**config.mk**
```make
export PLATFORM = sky130hd
export DESIGN_NAME = bmpc_top
export DESIGN_NICKNAME = d
export VERILOG_FILES = /design/src/bmpc_pkg.sv /design/src/bmpc_top.sv /design/src/bmpc_ilim_decode.sv /design/src/bmpc_phase_decode.sv
export SDC_FILE = /design/constraint.sdc
export NUM_CORES = 1
export LEC_CHECK = 0
export BUFFER_PORTS_ARGS = -buffer_cell sky130_fd_sc_hd__buf_2
export CAP_MARGIN = 20
export CORE_UTILIZATION = 51
export DETAILED_ROUTE_END_ITERATION = 8
export PLACE_DENSITY = 0.9
export RECOVER_POWER = 100
export SETUP_SLACK_MARGIN = 0.4
export SLEW_MARGIN = 20
export SYNTH_ARGS = -nofsm -noshare
export SYNTH_HDL_FRONTEND = slang
export SYNTH_SLANG_ARGS = --single-unit
```
**constraint.sdc**
```tcl
create_clock -name clk -period 2.8 [get_ports clk]
set_clock_uncertainty 0.2 [all_clocks]
set_input_delay 0.56 -clock clk [delete_from_list [all_inputs] [get_ports clk]]
set_output_delay 0.56 -clock clk [all_outputs]
set_load 0.1 [all_outputs]
```
**src/bmpc_pkg.sv**
```systemverilog
// shared constants and types for the buck mode and phase configuration block
package bmpc_pkg;

   // ---------------------------------------------------------------
   // geometry and timing
   // ---------------------------------------------------------------
   localparam int          BMPC_NCH            = 4;
   localparam int          BMPC_CLK_MHZ        = 25;
   localparam int          BMPC_PFM2PWM_MIN_US = 10;
   localparam int          BMPC_PFM2PWM_MAX_US = 50;
   localparam int          BMPC_PFM2PWM_MIN_CYC = BMPC_PFM2PWM_MIN_US * BMPC_CLK_MHZ;
   localparam int          BMPC_PFM2PWM_MAX_CYC = BMPC_PFM2PWM_MAX_US * BMPC_CLK_MHZ;
   localparam int          BMPC_SETTLE_CYC     = (BMPC_PFM2PWM_MIN_CYC + BMPC_PFM2PWM_MAX_CYC) / 2;

   // ---------------------------------------------------------------
   // register byte offsets
   // ---------------------------------------------------------------
   localparam logic [7:0]  BMPC_OFS_MODE       = 8'h00;
   localparam logic [7:0]  BMPC_OFS_ILIM       = 8'h04;
   localparam logic [7:0]  BMPC_OFS_PHASE      = 8'h08;
   localparam logic [7:0]  BMPC_OFS_STBY       = 8'h0C;
   localparam logic [7:0]  BMPC_OFS_PAIR       = 8'h10;
   localparam logic [7:0]  BMPC_OFS_IRQ_STAT   = 8'h14;
   localparam logic [7:0]  BMPC_OFS_IRQ_MASK   = 8'h18;
   localparam logic [7:0]  BMPC_OFS_ACT_MODE   = 8'h1C;

   // ---------------------------------------------------------------
   // field layout and encodings
   // ---------------------------------------------------------------
   localparam int          BMPC_MODE_W         = 2;
   localparam int          BMPC_ILIM_W         = 2;
   localparam int          BMPC_PH_W           = 3;
   localparam logic [1:0]  BMPC_MODE_OFF       = 2'h0;
   localparam logic [1:0]  BMPC_MODE_PWM       = 2'h1;
   localparam logic [1:0]  BMPC_MODE_PFM       = 2'h2;
   localparam logic [1:0]  BMPC_PAIR_SINGLE    = 2'h0;
   localparam logic [1:0]  BMPC_PAIR_DUAL      = 2'h1;
   localparam logic [3:0]  BMPC_MASK_RST       = 4'hF;

   // ---------------------------------------------------------------
   // carriers
   // ---------------------------------------------------------------
   typedef struct packed {
      logic [3:0]  [1:0] ilim_def;
      logic [11:0]       ph_def;
      logic [3:0]        stby_def;
      logic [1:0]        pair_a;
      logic [1:0]        pair_b;
   } bmpc_otp_t;

   typedef struct packed {
      logic [7:0]  haddr;
      logic        hwrite;
      logic [2:0]  hsize;
      logic [1:0]  htrans;
      logic        hsel;
   } bmpc_ahb_req_t;

endpackage

```
**src/bmpc_top.sv**
```systemverilog
// buck channel mode, current limit, phase and pairing control with ahb-lite registers
//
// The register addresses and the AHB-Lite register port were chosen for this implementation.
`timescale 1ns/1ps
module bmpc_top
   import bmpc_pkg::*;
#(
   parameter int SETTLE_CYC = BMPC_SETTLE_CYC
)
(
   input  wire logic              clk,
   input  wire logic              reset,
   input  wire logic              clk_en,
   input  wire bmpc_otp_t         otp,
   input  wire logic              hsel,
   input  wire logic [7:0]        haddr,
   input  wire logic [1:0]        htrans,
   input  wire logic              hwrite,
   input  wire logic [2:0]        hsize,
   input  wire logic [31:0]       hwdata,
   input  wire logic              hready,
   output logic      [31:0]       hrdata,
   output logic                   hreadyout,
   output logic                   hresp,
   output logic      [7:0]        eff_mode,
   output logic      [7:0]        eff_ilim,
   output logic      [11:0]       eff_phase,
   output logic      [51:0]       ilim_ma,
   output logic      [35:0]       phase_deg,
   output logic                   irq_out_n
);

   // ---------------------------------------------------------------
   // parameter check
   // ---------------------------------------------------------------
   initial
   begin
      if (SETTLE_CYC < 1 || SETTLE_CYC > 65535)
         $error("SETTLE_CYC out of range");
   end

   typedef enum logic [1:0] {ST_LOAD, ST_RUN} bmpc_state_t;

   typedef struct packed {
      bmpc_state_t       st;
      logic [7:0]        mode;       // requested run mode per channel
      logic [7:0]        act;        // active mode per channel
      logic [3:0][15:0]  cnt;        // transition timers
      logic [7:0]        ilim;
      logic [11:0]       ph;
      logic [7:0]        stby;
      logic [3:0]        stat;
      logic [3:0]        mask;
      logic [1:0]        pair_a;
      logic [1:0]        pair_b;
      logic              dph_v;
      logic              dph_wr;
      logic [7:0]        dph_a;
      logic [31:0]       rdata;
      logic              irq_n;
      logic [7:0]        o_mode;
      logic [7:0]        o_ilim;
      logic [11:0]       o_ph;
   } bmpc_regs_t;

   bmpc_regs_t  s_ff;
   bmpc_regs_t  nxt_s;
   logic        a_dual;
   logic        b_dual;
   logic [51:0] ma_w;
   logic [35:0] deg_w;
   logic [3:0]  done_w;

   // reserved pair codes count as not dual
   assign a_dual = (s_ff.pair_a == BMPC_PAIR_DUAL);
   assign b_dual = (s_ff.pair_b == BMPC_PAIR_DUAL);

   // ---------------------------------------------------------------
   // per-channel decoders
   // ---------------------------------------------------------------
   for (genvar g = 0; g < BMPC_NCH; g++)
   begin : g_dec
      bmpc_ilim_decode u_il (
         .code     (s_ff.o_ilim[2*g +: 2]),
         .limit_ma (ma_w[13*g +: 13])
      );
      bmpc_phase_decode u_ph (
         .code    (s_ff.o_ph[3*g +: 3]),
         .degrees (deg_w[9*g +: 9])
      );
      // a timer that reaches one below the settle count marks a finished transition
      assign done_w[g] = (s_ff.act[2*g +: 2] != s_ff.mode[2*g +: 2])
                         && (s_ff.cnt[g] == 16'(SETTLE_CYC - 1));
   end

   // ---------------------------------------------------------------
   // next state
   // ---------------------------------------------------------------
   always_comb
   begin
      logic [31:0] rd;
      logic [3:0]  set;
      rd    = 32'h0000_0000;
      set   = 4'h0;
      nxt_s = s_ff;
      if (s_ff.st == ST_LOAD)
      begin
         // limit, phase, standby and pairing defaults come from the programmed fields, modes start in pwm
         nxt_s.ilim   = {otp.ilim_def[3], otp.ilim_def[2], otp.ilim_def[1], otp.ilim_def[0]};
         nxt_s.ph     = otp.ph_def;
         for (int i = 0; i < BMPC_NCH; i++)
            nxt_s.stby[2*i +: 2] = otp.stby_def[i] ? BMPC_MODE_PFM : BMPC_MODE_OFF;
         nxt_s.pair_a = otp.pair_a;
         nxt_s.pair_b = otp.pair_b;
         nxt_s.mode   = {4{BMPC_MODE_PWM}};
         nxt_s.act    = {4{BMPC_MODE_PWM}};
         nxt_s.st     = ST_RUN;
      end
      else
      begin
         // mode transitions: timer runs while requested differs from active
         for (int i = 0; i < BMPC_NCH; i++)
         begin
            if (done_w[i])
            begin
               nxt_s.act[2*i +: 2] = s_ff.mode[2*i +: 2];
               nxt_s.cnt[i]        = 16'h0000;
               // only pwm/pfm swaps raise the flag, enables do not
               if (s_ff.act[2*i +: 2] != BMPC_MODE_OFF && s_ff.mode[2*i +: 2] != BMPC_MODE_OFF)
                  set[i] = 1'b1;
            end
            else if (s_ff.act[2*i +: 2] != s_ff.mode[2*i +: 2])
               nxt_s.cnt[i] = s_ff.cnt[i] + 16'h0001;
            else
               nxt_s.cnt[i] = 16'h0000;
         end
         // ahb-lite data phase
         if (s_ff.dph_v && s_ff.dph_wr)
         begin
            case (s_ff.dph_a)
               BMPC_OFS_MODE:     nxt_s.mode   = hwdata[7:0];
               BMPC_OFS_ILIM:     nxt_s.ilim   = hwdata[7:0];
               BMPC_OFS_PHASE:    nxt_s.ph     = hwdata[11:0];
               BMPC_OFS_STBY:     nxt_s.stby   = hwdata[7:0];
               BMPC_OFS_IRQ_MASK: nxt_s.mask   = hwdata[3:0];
               default: ;
            endcase
         end
         // write-one clears, but a fresh event wins over the clear
         if (s_ff.dph_v && s_ff.dph_wr && s_ff.dph_a == BMPC_OFS_IRQ_STAT)
            nxt_s.stat = (s_ff.stat & ~hwdata[3:0]) | set;
         else
            nxt_s.stat = s_ff.stat | set;
      end
      // address phase capture
      nxt_s.dph_v  = hsel && htrans[1] && hready;
      nxt_s.dph_wr = hwrite;
      nxt_s.dph_a  = {haddr[7:2], 2'b00};
      if (hsel && htrans[1] && hready && !hwrite)
      begin
         case ({haddr[7:2], 2'b00})
            BMPC_OFS_MODE:     rd = {24'h0, s_ff.mode};
            BMPC_OFS_ILIM:     rd = {24'h0, s_ff.ilim};
            BMPC_OFS_PHASE:    rd = {20'h0, s_ff.ph};
            BMPC_OFS_STBY:     rd = {24'h0, s_ff.stby};
            BMPC_OFS_PAIR:     rd = {28'h0, s_ff.pair_b, s_ff.pair_a};
            BMPC_OFS_IRQ_STAT: rd = {28'h0, s_ff.stat};
            BMPC_OFS_IRQ_MASK: rd = {28'h0, s_ff.mask};
            BMPC_OFS_ACT_MODE: rd = {24'h0, s_ff.act};
            default:           rd = 32'h0000_0000;
         endcase
      end
      nxt_s.rdata = rd;
      // pin low while any unmasked flag is pending
      nxt_s.irq_n = ~|(nxt_s.stat & ~nxt_s.mask);
      // pairing: primary settings drive the secondary, phases stay own
      nxt_s.o_mode = nxt_s.act;
      nxt_s.o_ilim = nxt_s.ilim;
      nxt_s.o_ph   = nxt_s.ph;
      if (nxt_s.pair_a == BMPC_PAIR_DUAL)
      begin
         nxt_s.o_mode[3:2] = nxt_s.act[1:0];
         nxt_s.o_ilim[3:2] = nxt_s.ilim[1:0];
      end                                                                     // else own
      if (nxt_s.pair_b == BMPC_PAIR_DUAL)
      begin
         nxt_s.o_mode[7:6] = nxt_s.act[5:4];
         nxt_s.o_ilim[7:6] = nxt_s.ilim[5:4];
      end                                                                     // else own
   end

   // ---------------------------------------------------------------
   // state register
   // ---------------------------------------------------------------
   always_ff @(posedge clk)
   begin
      if (reset)
      begin
         s_ff        <= '0;
         s_ff.st     <= ST_LOAD;
         s_ff.mask   <= BMPC_MASK_RST;
         s_ff.irq_n  <= 1'b1;
      end
      else if (clk_en)
         s_ff <= nxt_s;
   end

   assign hrdata    = s_ff.rdata;
   assign hreadyout = 1'b1;   // zero wait states
   assign hresp     = 1'b0;
   assign eff_mode  = s_ff.o_mode;
   assign eff_ilim  = s_ff.o_ilim;
   assign eff_phase = s_ff.o_ph;
   assign irq_out_n = s_ff.irq_n;

   // decoded values registered so outputs stay flop-driven
   always_ff @(posedge clk)
   begin
      if (reset)
      begin
         ilim_ma   <= '0;
         phase_deg <= '0;
      end
      else if (clk_en)
      begin
         ilim_ma   <= ma_w;
         phase_deg <= deg_w;
      end
   end
endmodule // bmpc_top

```
**src/bmpc_ilim_decode.sv**
```systemverilog
// current limit code to milliamp decode for one channel
`timescale 1ns/1ps
module bmpc_ilim_decode
   import bmpc_pkg::*;
(
   input  wire logic [1:0]  code,
   output logic      [12:0] limit_ma
);
   // 00 and 11 both give the top limit
   always_comb
   begin
      case (code)
         2'h1:    limit_ma = 13'h0A28;  // 2600 mA
         2'h2:    limit_ma = 13'h0BB8;  // 3000 mA
         default: limit_ma = 13'h1194;  // 4500 mA
      endcase
   end
endmodule // bmpc_ilim_decode

```
**src/bmpc_phase_decode.sv**
```systemverilog
// phase select code to degrees decode for one channel
`timescale 1ns/1ps
module bmpc_phase_decode
   import bmpc_pkg::*;
(
   input  wire logic [2:0] code,
   output logic      [8:0] degrees
);
   // 45 degree steps, code 7 wraps to zero
   always_comb
   begin
      if (code == 3'h7)
         degrees = 9'h000;
      else
         degrees = 9'(({6'h00, code} + 9'h001) * 9'h02D);
   end
endmodule // bmpc_phase_decode

```
======== After elaboration in Yosys (flattened, before gate mapping) ========
Index checks and enable logic that the tools add are counted.
cells by class
  muxes and demuxes ....................... 55
  equal/unequal tests ..................... 34
  $add $sub $neg .......................... 8
  reduce and logical (&&, ||, !) cells .... 36
  multipliers ............................. 4
  bitwise logic cells ..................... 7
operators by type and width
  operator                                                number
  2-to-1 mux 16 bit                                       9
  case mux 13 bit (2 select lines)                        4
  case mux 12 bit (8 select lines)                        1
  adder 16 x 1 -> 16 bit (second input constant)          4
  equality test 16 x 10 -> 1 bit (second input constant)  4
  2-to-1 mux 28 bit                                       2
  2-to-1 mux 8 bit                                        5
  equality test 6 x 3 -> 1 bit (second input constant)    6
  multiplier 9 x 6 -> 9 bit (second input constant)       4
  2-to-1 mux 9 bit                                        4
  equality test 6 x 2 -> 1 bit (second input constant)    4
  2-to-1 mux 12 bit                                       2
  2-to-1 mux 2 bit                                        12
  nonzero test 2 bit                                      12
  adder 3 x 1 -> 4 bit (second input constant)            4
  2-to-1 mux 4 bit                                        4
  logical AND 1 bit                                       13
  equality test 2 x 1 -> 1 bit (second input constant)    6
  equality test 3 bit (second input constant)             4
  equality test 6 x 1 -> 1 bit (second input constant)    2
  2-to-1 mux 1 bit                                        12
  AND reduction 3 bit                                     3
  AND 4 bit                                               2
  equality test 2 bit (second input constant)             4
  other kinds (10)                                        17
storage, ports and cells
  bits of input ports ..................... 79
  flip-flop bits (word level) ............. 266
  logic and storage cells ................. 167
  output and inout bits ................... 151

======== Depth between registers and ports, before layout ========
Gate-level depths: netlist of the first run.
  depth after elaboration ................. 12
  depth in mapped cells ................... 13
  depth with buffers taken out ............ 13

======== Cells and area by module ========
A second synthesis of the first run with hierarchy kept.
second synthesis, totals
  cells, all modules ...................... 1,489
  area, all modules ....................... 13,037.5 sq um
modules (own cells, without submodules)
  module             cells an instance  instances  area each (sq um)
  bmpc_top           1,221              1          10,880.4
  bmpc_phase_decode  52                 4          436.7
  bmpc_ilim_decode   15                 4          102.6

======== Worst setup path before layout of the first run ========
Ideal clock, no wire load.
  path kind ............................... reg-to-reg
  start point ............................. register s_ff (netlist bit eff_phase[9])
  end point ............................... register phase_deg[35]
  path buffers ............................ 0
  cell stages (with the launch flop) ...... 13
  arrival time ............................ 2.725 ns
  slack ................................... -0.252 ns
  data required time ...................... 2.472 ns
  period minus slack after synthesis ...... 3.052 ns
  path through ............................ dfxtp_1 ha_1 ha_1 inv_1 xnor2_1 fa_1 inv_1 ha_1 and3_1 a211oi_1 xnor2_1 a22oi_1 nor2_1
between the ends
  word-level cells in the longest chain between the ends .. 3
  elaborated cells between the ends (all ways) .. 4
  classes of those cells .................. add/sub: 1; mul: 1; eq/ne: 1; mux: 1
ends and longest elaborated chain
  item                       RTL line                 source
  start, declared            bmpc_top.sv:66           bmpc_regs_t s_ff;
  start signal, assigned     bmpc_top.sv:205          s_ff <= nxt_s;
  adder 3 x 1 -> 4 bit       bmpc_phase_decode.sv:15  degrees = 9'(({6'h00, code} + 9'h001) * 9'h02D);
  multiplier 9 x 6 -> 9 bit  bmpc_phase_decode.sv:15
  2-to-1 mux 9 bit (*)       bmpc_phase_decode.sv:12  if (code == 3'h7)
  end signal, assigned       bmpc_top.sv:227          phase_deg <= deg_w;
  end, declared              bmpc_top.sv:29           output logic [35:0] phase_deg,
Every way passes the cells marked *; elsewhere a longest branch is shown, timed or not.
A chain may end at the register's enable or synchronous reset.

======== Worst setup path after layout of the first run ========
  start point ............................. register s_ff (netlist bit eff_phase[3])
  end point ............................... register phase_deg[16]
The elaborated chain is that of the path after synthesis.

==> flow_summary.ini, run 1 <==
[run_status]
status = finished, violations left
violations = setup timing

[logic_synthesis]
synth-seq-cells = 198
yosys_most_used_dff = dfxtp_1
synth_common_cells = 223 x nor2_1, 198 x dfxtp_1, 103 x buf_4
async_reset_ff_share_pct = 0
yosysSeqAreaShare_pct = 35.02
yosys-top-cells-area = dfxtp_1 35%, ha_1 7.4%, nor2_1 7.4%, buf_4 6.8%, mux2i_1 4.1%
yosysMostFrequentCell = nor2_1
syn_inst = 1332
synth-edff-count = 0
synth_area_per_cell_um2 = 8.497
ys_warn_count = 0
synth_cell_types = 59
yosysTopAreaCell = dfxtp_1
synth_area_um2 = 11320
synth_top_area_share_pct = 35.02

[pwr]
cell_internal_pwr_uw = 5077
power.leakage_uw = 0.005769
power_frac_comb_pct = 32.9
power_density_nw_per_um2 = 622.0
ir_worst_vdd_uv = 530.6
p_switching_uw = 3393
power_frac_clock_pct = 30.6
sw_frac_of_total_pct = 40.06
pwr-share-seq_pct = 36.5

[sta]
hold_viol_final = 0
tns_ns = -0.08759
relSlewSlack_pct = 53.92
setup_viol = 4
worst_pin_slew_ns = 0.6912
fin_ws_ns = -0.05459
drv_slew = 0
finalCriticalPeriod_ns = 2.855
rsz0062_at_grt = true
fmax_mhz = 350.3
min_period_over_period_pct = 101.9

[placement]
dp.final_hpwl_um = 20770
port_buffers = 165
place_inst = 1678
gp_congestion = 0.9075
dpl_cell_area_um2 = 12230

[cts]
clock-root-buffer = clkbuf_16
cts_buffers = 17
htree_levels = 4
clkSlewWorstSetupHoldPaths_ns = 0.08
insertion_delay_ns = 0.44
clock_path_buffers = 2
cts_sinks = 198
cts_tree = done

[worst_setup_path]
crit_chain = ha_4 > ha_4 > inv_4 > xnor2_4 > fa_1 > inv_2 > ha_4 > a21o_1 > a21oi_2 > xnor2_1 > a22oi_1 > nor2_1
cp_data_arrival_time_ns = 2.98
startpoint_type = flip-flop
rr_worst_depth = 12
worstPathRequired_ns = 2.92
critPathCaptureType = flip-flop
crit_top_cell = ha_4
cp_max_fo = 4
crit_family = adder cells
slowest_stage = fa_1
cp_num_buf_inv = 2
path_class = reg2reg
slowest_delay_ns = 0.55
crit_cells = 12

[floorplanning]
row_count = 54
die_h_um = 151.0
initial_core_util_pct = 51.86
dieArea_um2 = 22790
pin_count = 230
die_w_um = 151.0
core_area_um2 = 21820

[grt]
grt.total_usage_pct = 27.46
grt_pass1_wl_um = 48880
grt_max_degree = 90
grt_pass1_vias = 9742
grt_overflow = 0
antenna_found_initial = 4

[route]
antenna_left = 0
drtPass1Iterations = 6
drc = 0
vias = 10740
avgRoutedWirePerCell_um = 19.78
detail_route.iter0.violations = 1369
routed_via_density = 6.128
drt_wl_total_um = 34650

[layout]
syn_to_final_growth_pct = 20.31
design_area_um2 = 13620
final.fill_count = 1583
fin_cells = 1752
layout-drive-gt1-share_pct = 27.89
num-nets-final = 1610

[worst_hold_path]
hold_depth = 3
hp-class = in2reg

[run]
maxCapViolCount = 0
==> kinds of logic (layout without fill, tap and decap cells) <==
kind of cell	Yosys count	in the layout	synth area share, %
compound gates	215	215	12.09
xor+xnor	85	85	6.578
fa+ha+maj	74	74	8.645
buf+inv	211	313	10.55
flops	198	198	35.02
mux	62	62	6.854
other cells	2	40	0.06635
simple gates	485	485	20.20
==> per-stage QoR <==
step                hold slack, ns  setup WS [ns]  total power (µW)  util, %
floorplan                   0.2414         0.1409              5258        -
global placement            0.2511        0.06787              5508    56.05
detailed placement          0.2569       -0.01891              5568    56.05
CTS                         0.1859        0.01410              8173    60.17
global route                0.2090        -0.1156              8733    62.38
finish                      0.2050       -0.05459              8470    62.40
==> power by group through the flow <==
stage	Combinational [µW]	Clock [µW]	Sequential, µW
6_report	2790	2590	3090
5_1_grt	2920	2700	3110
4_1_cts	2530	2570	3080
3_5_place_dp	2420	0	3150
3_3_place_gp	2370	0	3140
2_1_floorplan	1620	0	3640
==> state kept, by name, indices dropped and copies added, names as in the netlist <==
signal	flops
irq_out_n	1
ilim_ma	12
hrdata	12
eff_ilim	4
eff_mode	4
s_ff	117
eff_phase	12
phase_deg	36
==> layout by cell type (no fill, tap or decap), types with 16 or more instances in the layout <==
cell type and count:
xor2_1 43, ha_4 30, clkbuf_16 17, ha_1 36, a22oi_1 35, mux2i_1 43, nand4_1 18, o21ai_0 19
inv_1 29, nand3_1 35, conb_1 38, nand2b_1 16, nor3_1 27, nor2_1 220, buf_4 51, buf_2 164
a21oi_1 67, xnor2_1 33, dfxtp_1 181, nand2_1 82, and3_1 17
==> worst register-to-register path, delay by kind of cell, from the launching register on <==
family          cells  cell delay (ns)
compound gates      3             0.50
flops               1             0.38
simple gates        1             0.06
fa+ha+maj           4             1.29
xor+xnor            2             0.21
buf+inv             2             0.10
==> area by class of cell <==
type / instances / area, µm² / share of cell area, %
multi-input cells: 959 / 7018 / 51.54
flip-flops and latches: 198 / 4010 / 29.45
clock buffers: 19 / 442.9 / 3.253
repair buffers: 232 / 1425 / 10.47
diodes: 2 / 5.005 / 0.03675
well taps: 280 / 350.3 / 2.573
inverters: 49 / 201.4 / 1.479
clock inverters: 13 / 163.9 / 1.204
==> metal layers <==
layer	routed length (µm)	global-route usage (%)	vias to the layer above	part of all wire [%]
met1	12340	32.09	4991	36
met4	2193	14.70	4	6.3
li1	-	-	4723	-
met3	3896	8.464	222	11
met5	27	0	-	0.078
met2	16200	44.91	796	47
==> repair_timing <==
| item | CTS | global route |
|---|---|---|
| gates resized for setup | 32 | 80 |
| buffers inserted | 21 | 19 |
| pin swaps | 24 | 59 |
| hold buffers | 0 | 0 |
| endpoints found under the setup margin | 24 | 92 |
==> path summary, 6_finish.rpt <==
| check | start | endpoint | slack, ns |
|---|---|---|---|
| worst max-delay path | eff_phase[3]$_SDFFE_PP0P_ | phase_deg[16]$_SDFFE_PP0P_ | -0.05 |
| worst min-delay path | hwdata[6] | s_ff[189]$_SDFFE_PP0P_ | 0.20 |
| worst max register to register | eff_phase[3]$_SDFFE_PP0P_ | phase_deg[16]$_SDFFE_PP0P_ | -0.05 |
| worst min register to register | eff_mode[2]$_SDFFE_PP0P_ | eff_mode[2]$_SDFFE_PP0P_ | 0.27 |
Note: power is estimated with default switching activity, not from simulation.
==> run 2, diff against run 1 <==
--- a/config.mk
+++ b/config.mk
@@ -7,6 +7,7 @@
 export LEC_CHECK = 0
 export BUFFER_PORTS_ARGS = -buffer_cell sky130_fd_sc_hd__buf_2
 export CAP_MARGIN = 20
+export CORE_MARGIN = 3
 export CORE_UTILIZATION = 51
 export DETAILED_ROUTE_END_ITERATION = 8
 export PLACE_DENSITY = 0.9
==> run 2 against run 1 <==
- the flow finishes with violations (DRC, setup timing)
- first-iteration DRC count down 1.1%
- maximum frequency decreased by 1.8%
- die area up 5.4%
- final area shrank 2.3%
- register-to-register slack got worse by 0.05 ns
- combinational power shrank 5%
- wire length down 5.1%
- total power shrank 3.2%
- utilization decreased by 0.29 points
- global-route usage decreased by 1.9 points
- critical path type unchanged
- critical endpoint unchanged
==> flow_summary.ini, run 2 (synthesis results as in run 1) <==
[run_status]
violations = DRC, setup timing
status = finished, violations left

[sta]
drv_slew = 0
fin_ws_ns = -0.1082
min_period_over_period_pct = 103.9
hold_viol_final = 0
finalCriticalPeriod_ns = 2.908
rsz0062_at_grt = true
worst_pin_slew_ns = 0.7327
relSlewSlack_pct = 50.93
fmax_mhz = 343.9
holdWs_ns = 0.1559
setup_viol = 3

[route]
detail_route.iter0.violations = 1354
drt_wl_total_um = 32880
avgRoutedWirePerCell_um = 18.93
drtPass1Iterations = 9
antenna_left = 0
vias = 10440
routed_via_density = 6.008
drc = 9

[cts]
cts_tree = done
clock_path_buffers = 2
htree_levels = 4
cts_sinks = 198
cts_hold_buffers = 0
clkSlewWorstSetupHoldPaths_ns = 0.09
clock-root-buffer = clkbuf_16
insertion_delay_ns = 0.47
cts_buffers = 17

[layout]
largestRegisters = s_ff x117, phase_deg x36
largest_register = s_ff
largest_register_ffs = 117
layout_commonest_cell = nor2_1
num-nets-final = 1600
syn_to_final_growth_pct = 17.52
final.fill_count = 1577
layout-drive-gt1-share_pct = 25.89
final_cell_mix = 219 x nor2_1, 183 x dfxtp_1, 163 x buf_2

[worst_setup_path]
r2r_start = eff_phase[3]$_SDFFE_PP0P_
critPathCaptureType = flip-flop
path_class = reg2reg
cp-startpoint = eff_phase[3]$_SDFFE_PP0P_
cp_data_arrival_time_ns = 3.04
worstPathRequired_ns = 2.93
cp_max_fo = 5
startpoint_type = flip-flop

[worst_hold_path]
min_from = hwrite
hp-class = in2reg

[placement]
pre_cts_slack_ns = -0.01356
port_buffers = 165
gp_congestion = 0.9039
dp.final_hpwl_um = 21310

[floorplanning]
die_h_um = 155.0
dieArea_um2 = 24020
initial_core_util_pct = 52.84
pin_count = 230
die_w_um = 155.0
row_count = 53
core_area_um2 = 21420

[run]
maxCapViolCount = 0

[grt]
grt_max_degree = 85
grt_overflow = 0
grt_pass1_wl_um = 49950
antenna_found_initial = 3
grt.total_usage_pct = 25.57
grt_pass1_vias = 9868

[pwr]
power_density_nw_per_um2 = 616.2
finalPower_uw = 8196
power.leakage_uw = 0.005692
ir_worst_vdd_uv = 413.7
## run 2: changes by cell type in the layout (fill, tap and decap cells not counted), moves of 4 or more
cell / change
buf_4: -4
a21oi_1: +4
ha_2: +4
ha_4: -6
buf_6: -8
## run 2: path summary, 6_finish.rpt
check / slack [ns] / endpoint / cells past startpoint
worst min-delay path: 0.16 / s_ff[69]$_SDFFE_PP0P_ / 3
worst max register to register: -0.11 / phase_deg[16]$_SDFFE_PP0P_ / 12
worst min register to register: 0.27 / phase_deg[34]$_SDFFE_PP0P_ / 2
worst max-delay path: -0.11 / phase_deg[16]$_SDFFE_PP0P_ / 12
## run 2: power breakdown
group	total, µW	switching (µW)	leakage, µW	internal [µW]
combinational	2660	1970	0.00379	689
clock	2450	1140	0.000276	1310
sequential	3090	139	0.00162	2950
## run 2: through the flow
step / cells / cell area (µm²) / util [%] / setup TNS, ns
4_1_cts: 1726 / 13130 / 61.28 / 0
5_1_grt: 1737 / 13300 / 62.10 / -0.6604
3_3_place_gp: 1670 / 12220 / 57.04 / 0
2_1_floorplan: 1368 / 11820 / - / 0
6_report: 1737 / 13300 / 62.10 / -0.2470
3_5_place_dp: 1670 / 12220 / 57.04 / -0.01356
## run 2: repair_timing
| item | CTS | global route |
|---|---|---|
| pin swaps | 38 | 27 |
| setup endpoints to repair | 36 | 60 |
| setup buffers | 24 | 9 |
| resized for setup | 37 | 32 |
## run 2: cell type report
cell class,instances,area (µm²),area share [%]
Inverter,49,198.9,1.496
Timing Repair Buffer,222,1348,10.13
Clock buffer,23,478.0,3.593
Sequential cell,198,4003,30.09
Multi-Input combinational cell,959,6833,51.37
Antenna cell,2,5.005,0.03763
Tap cell,275,344.1,2.587
Clock inverter,9,92.59,0.6961
## run 2: per-layer routing
| metal | share of wire (%) | track usage, % | up-vias |
|---|---|---|---|
| met1 | 37 | 30.38 | 4888 |
| met5 | 0.036 | 0 | - |
| met3 | 10 | 6.537 | 179 |
| li1 | - | - | 4688 |
| met4 | 5.8 | 13.37 | 2 |
| met2 | 47 | 42.62 | 679 |
## run 2: worst max-delay path, cell delays in order, from the launching register on
cell,delay (ns)
dfxtp_4,0.39
ha_4,0.19
ha_4,0.29
inv_4,0.04
xnor2_2,0.12
fa_1,0.54
inv_2,0.10
ha_4,0.24
a21o_1,0.18
a21oi_2,0.15
xnor2_1,0.08
a22oi_1,0.17
nor2_1,0.06
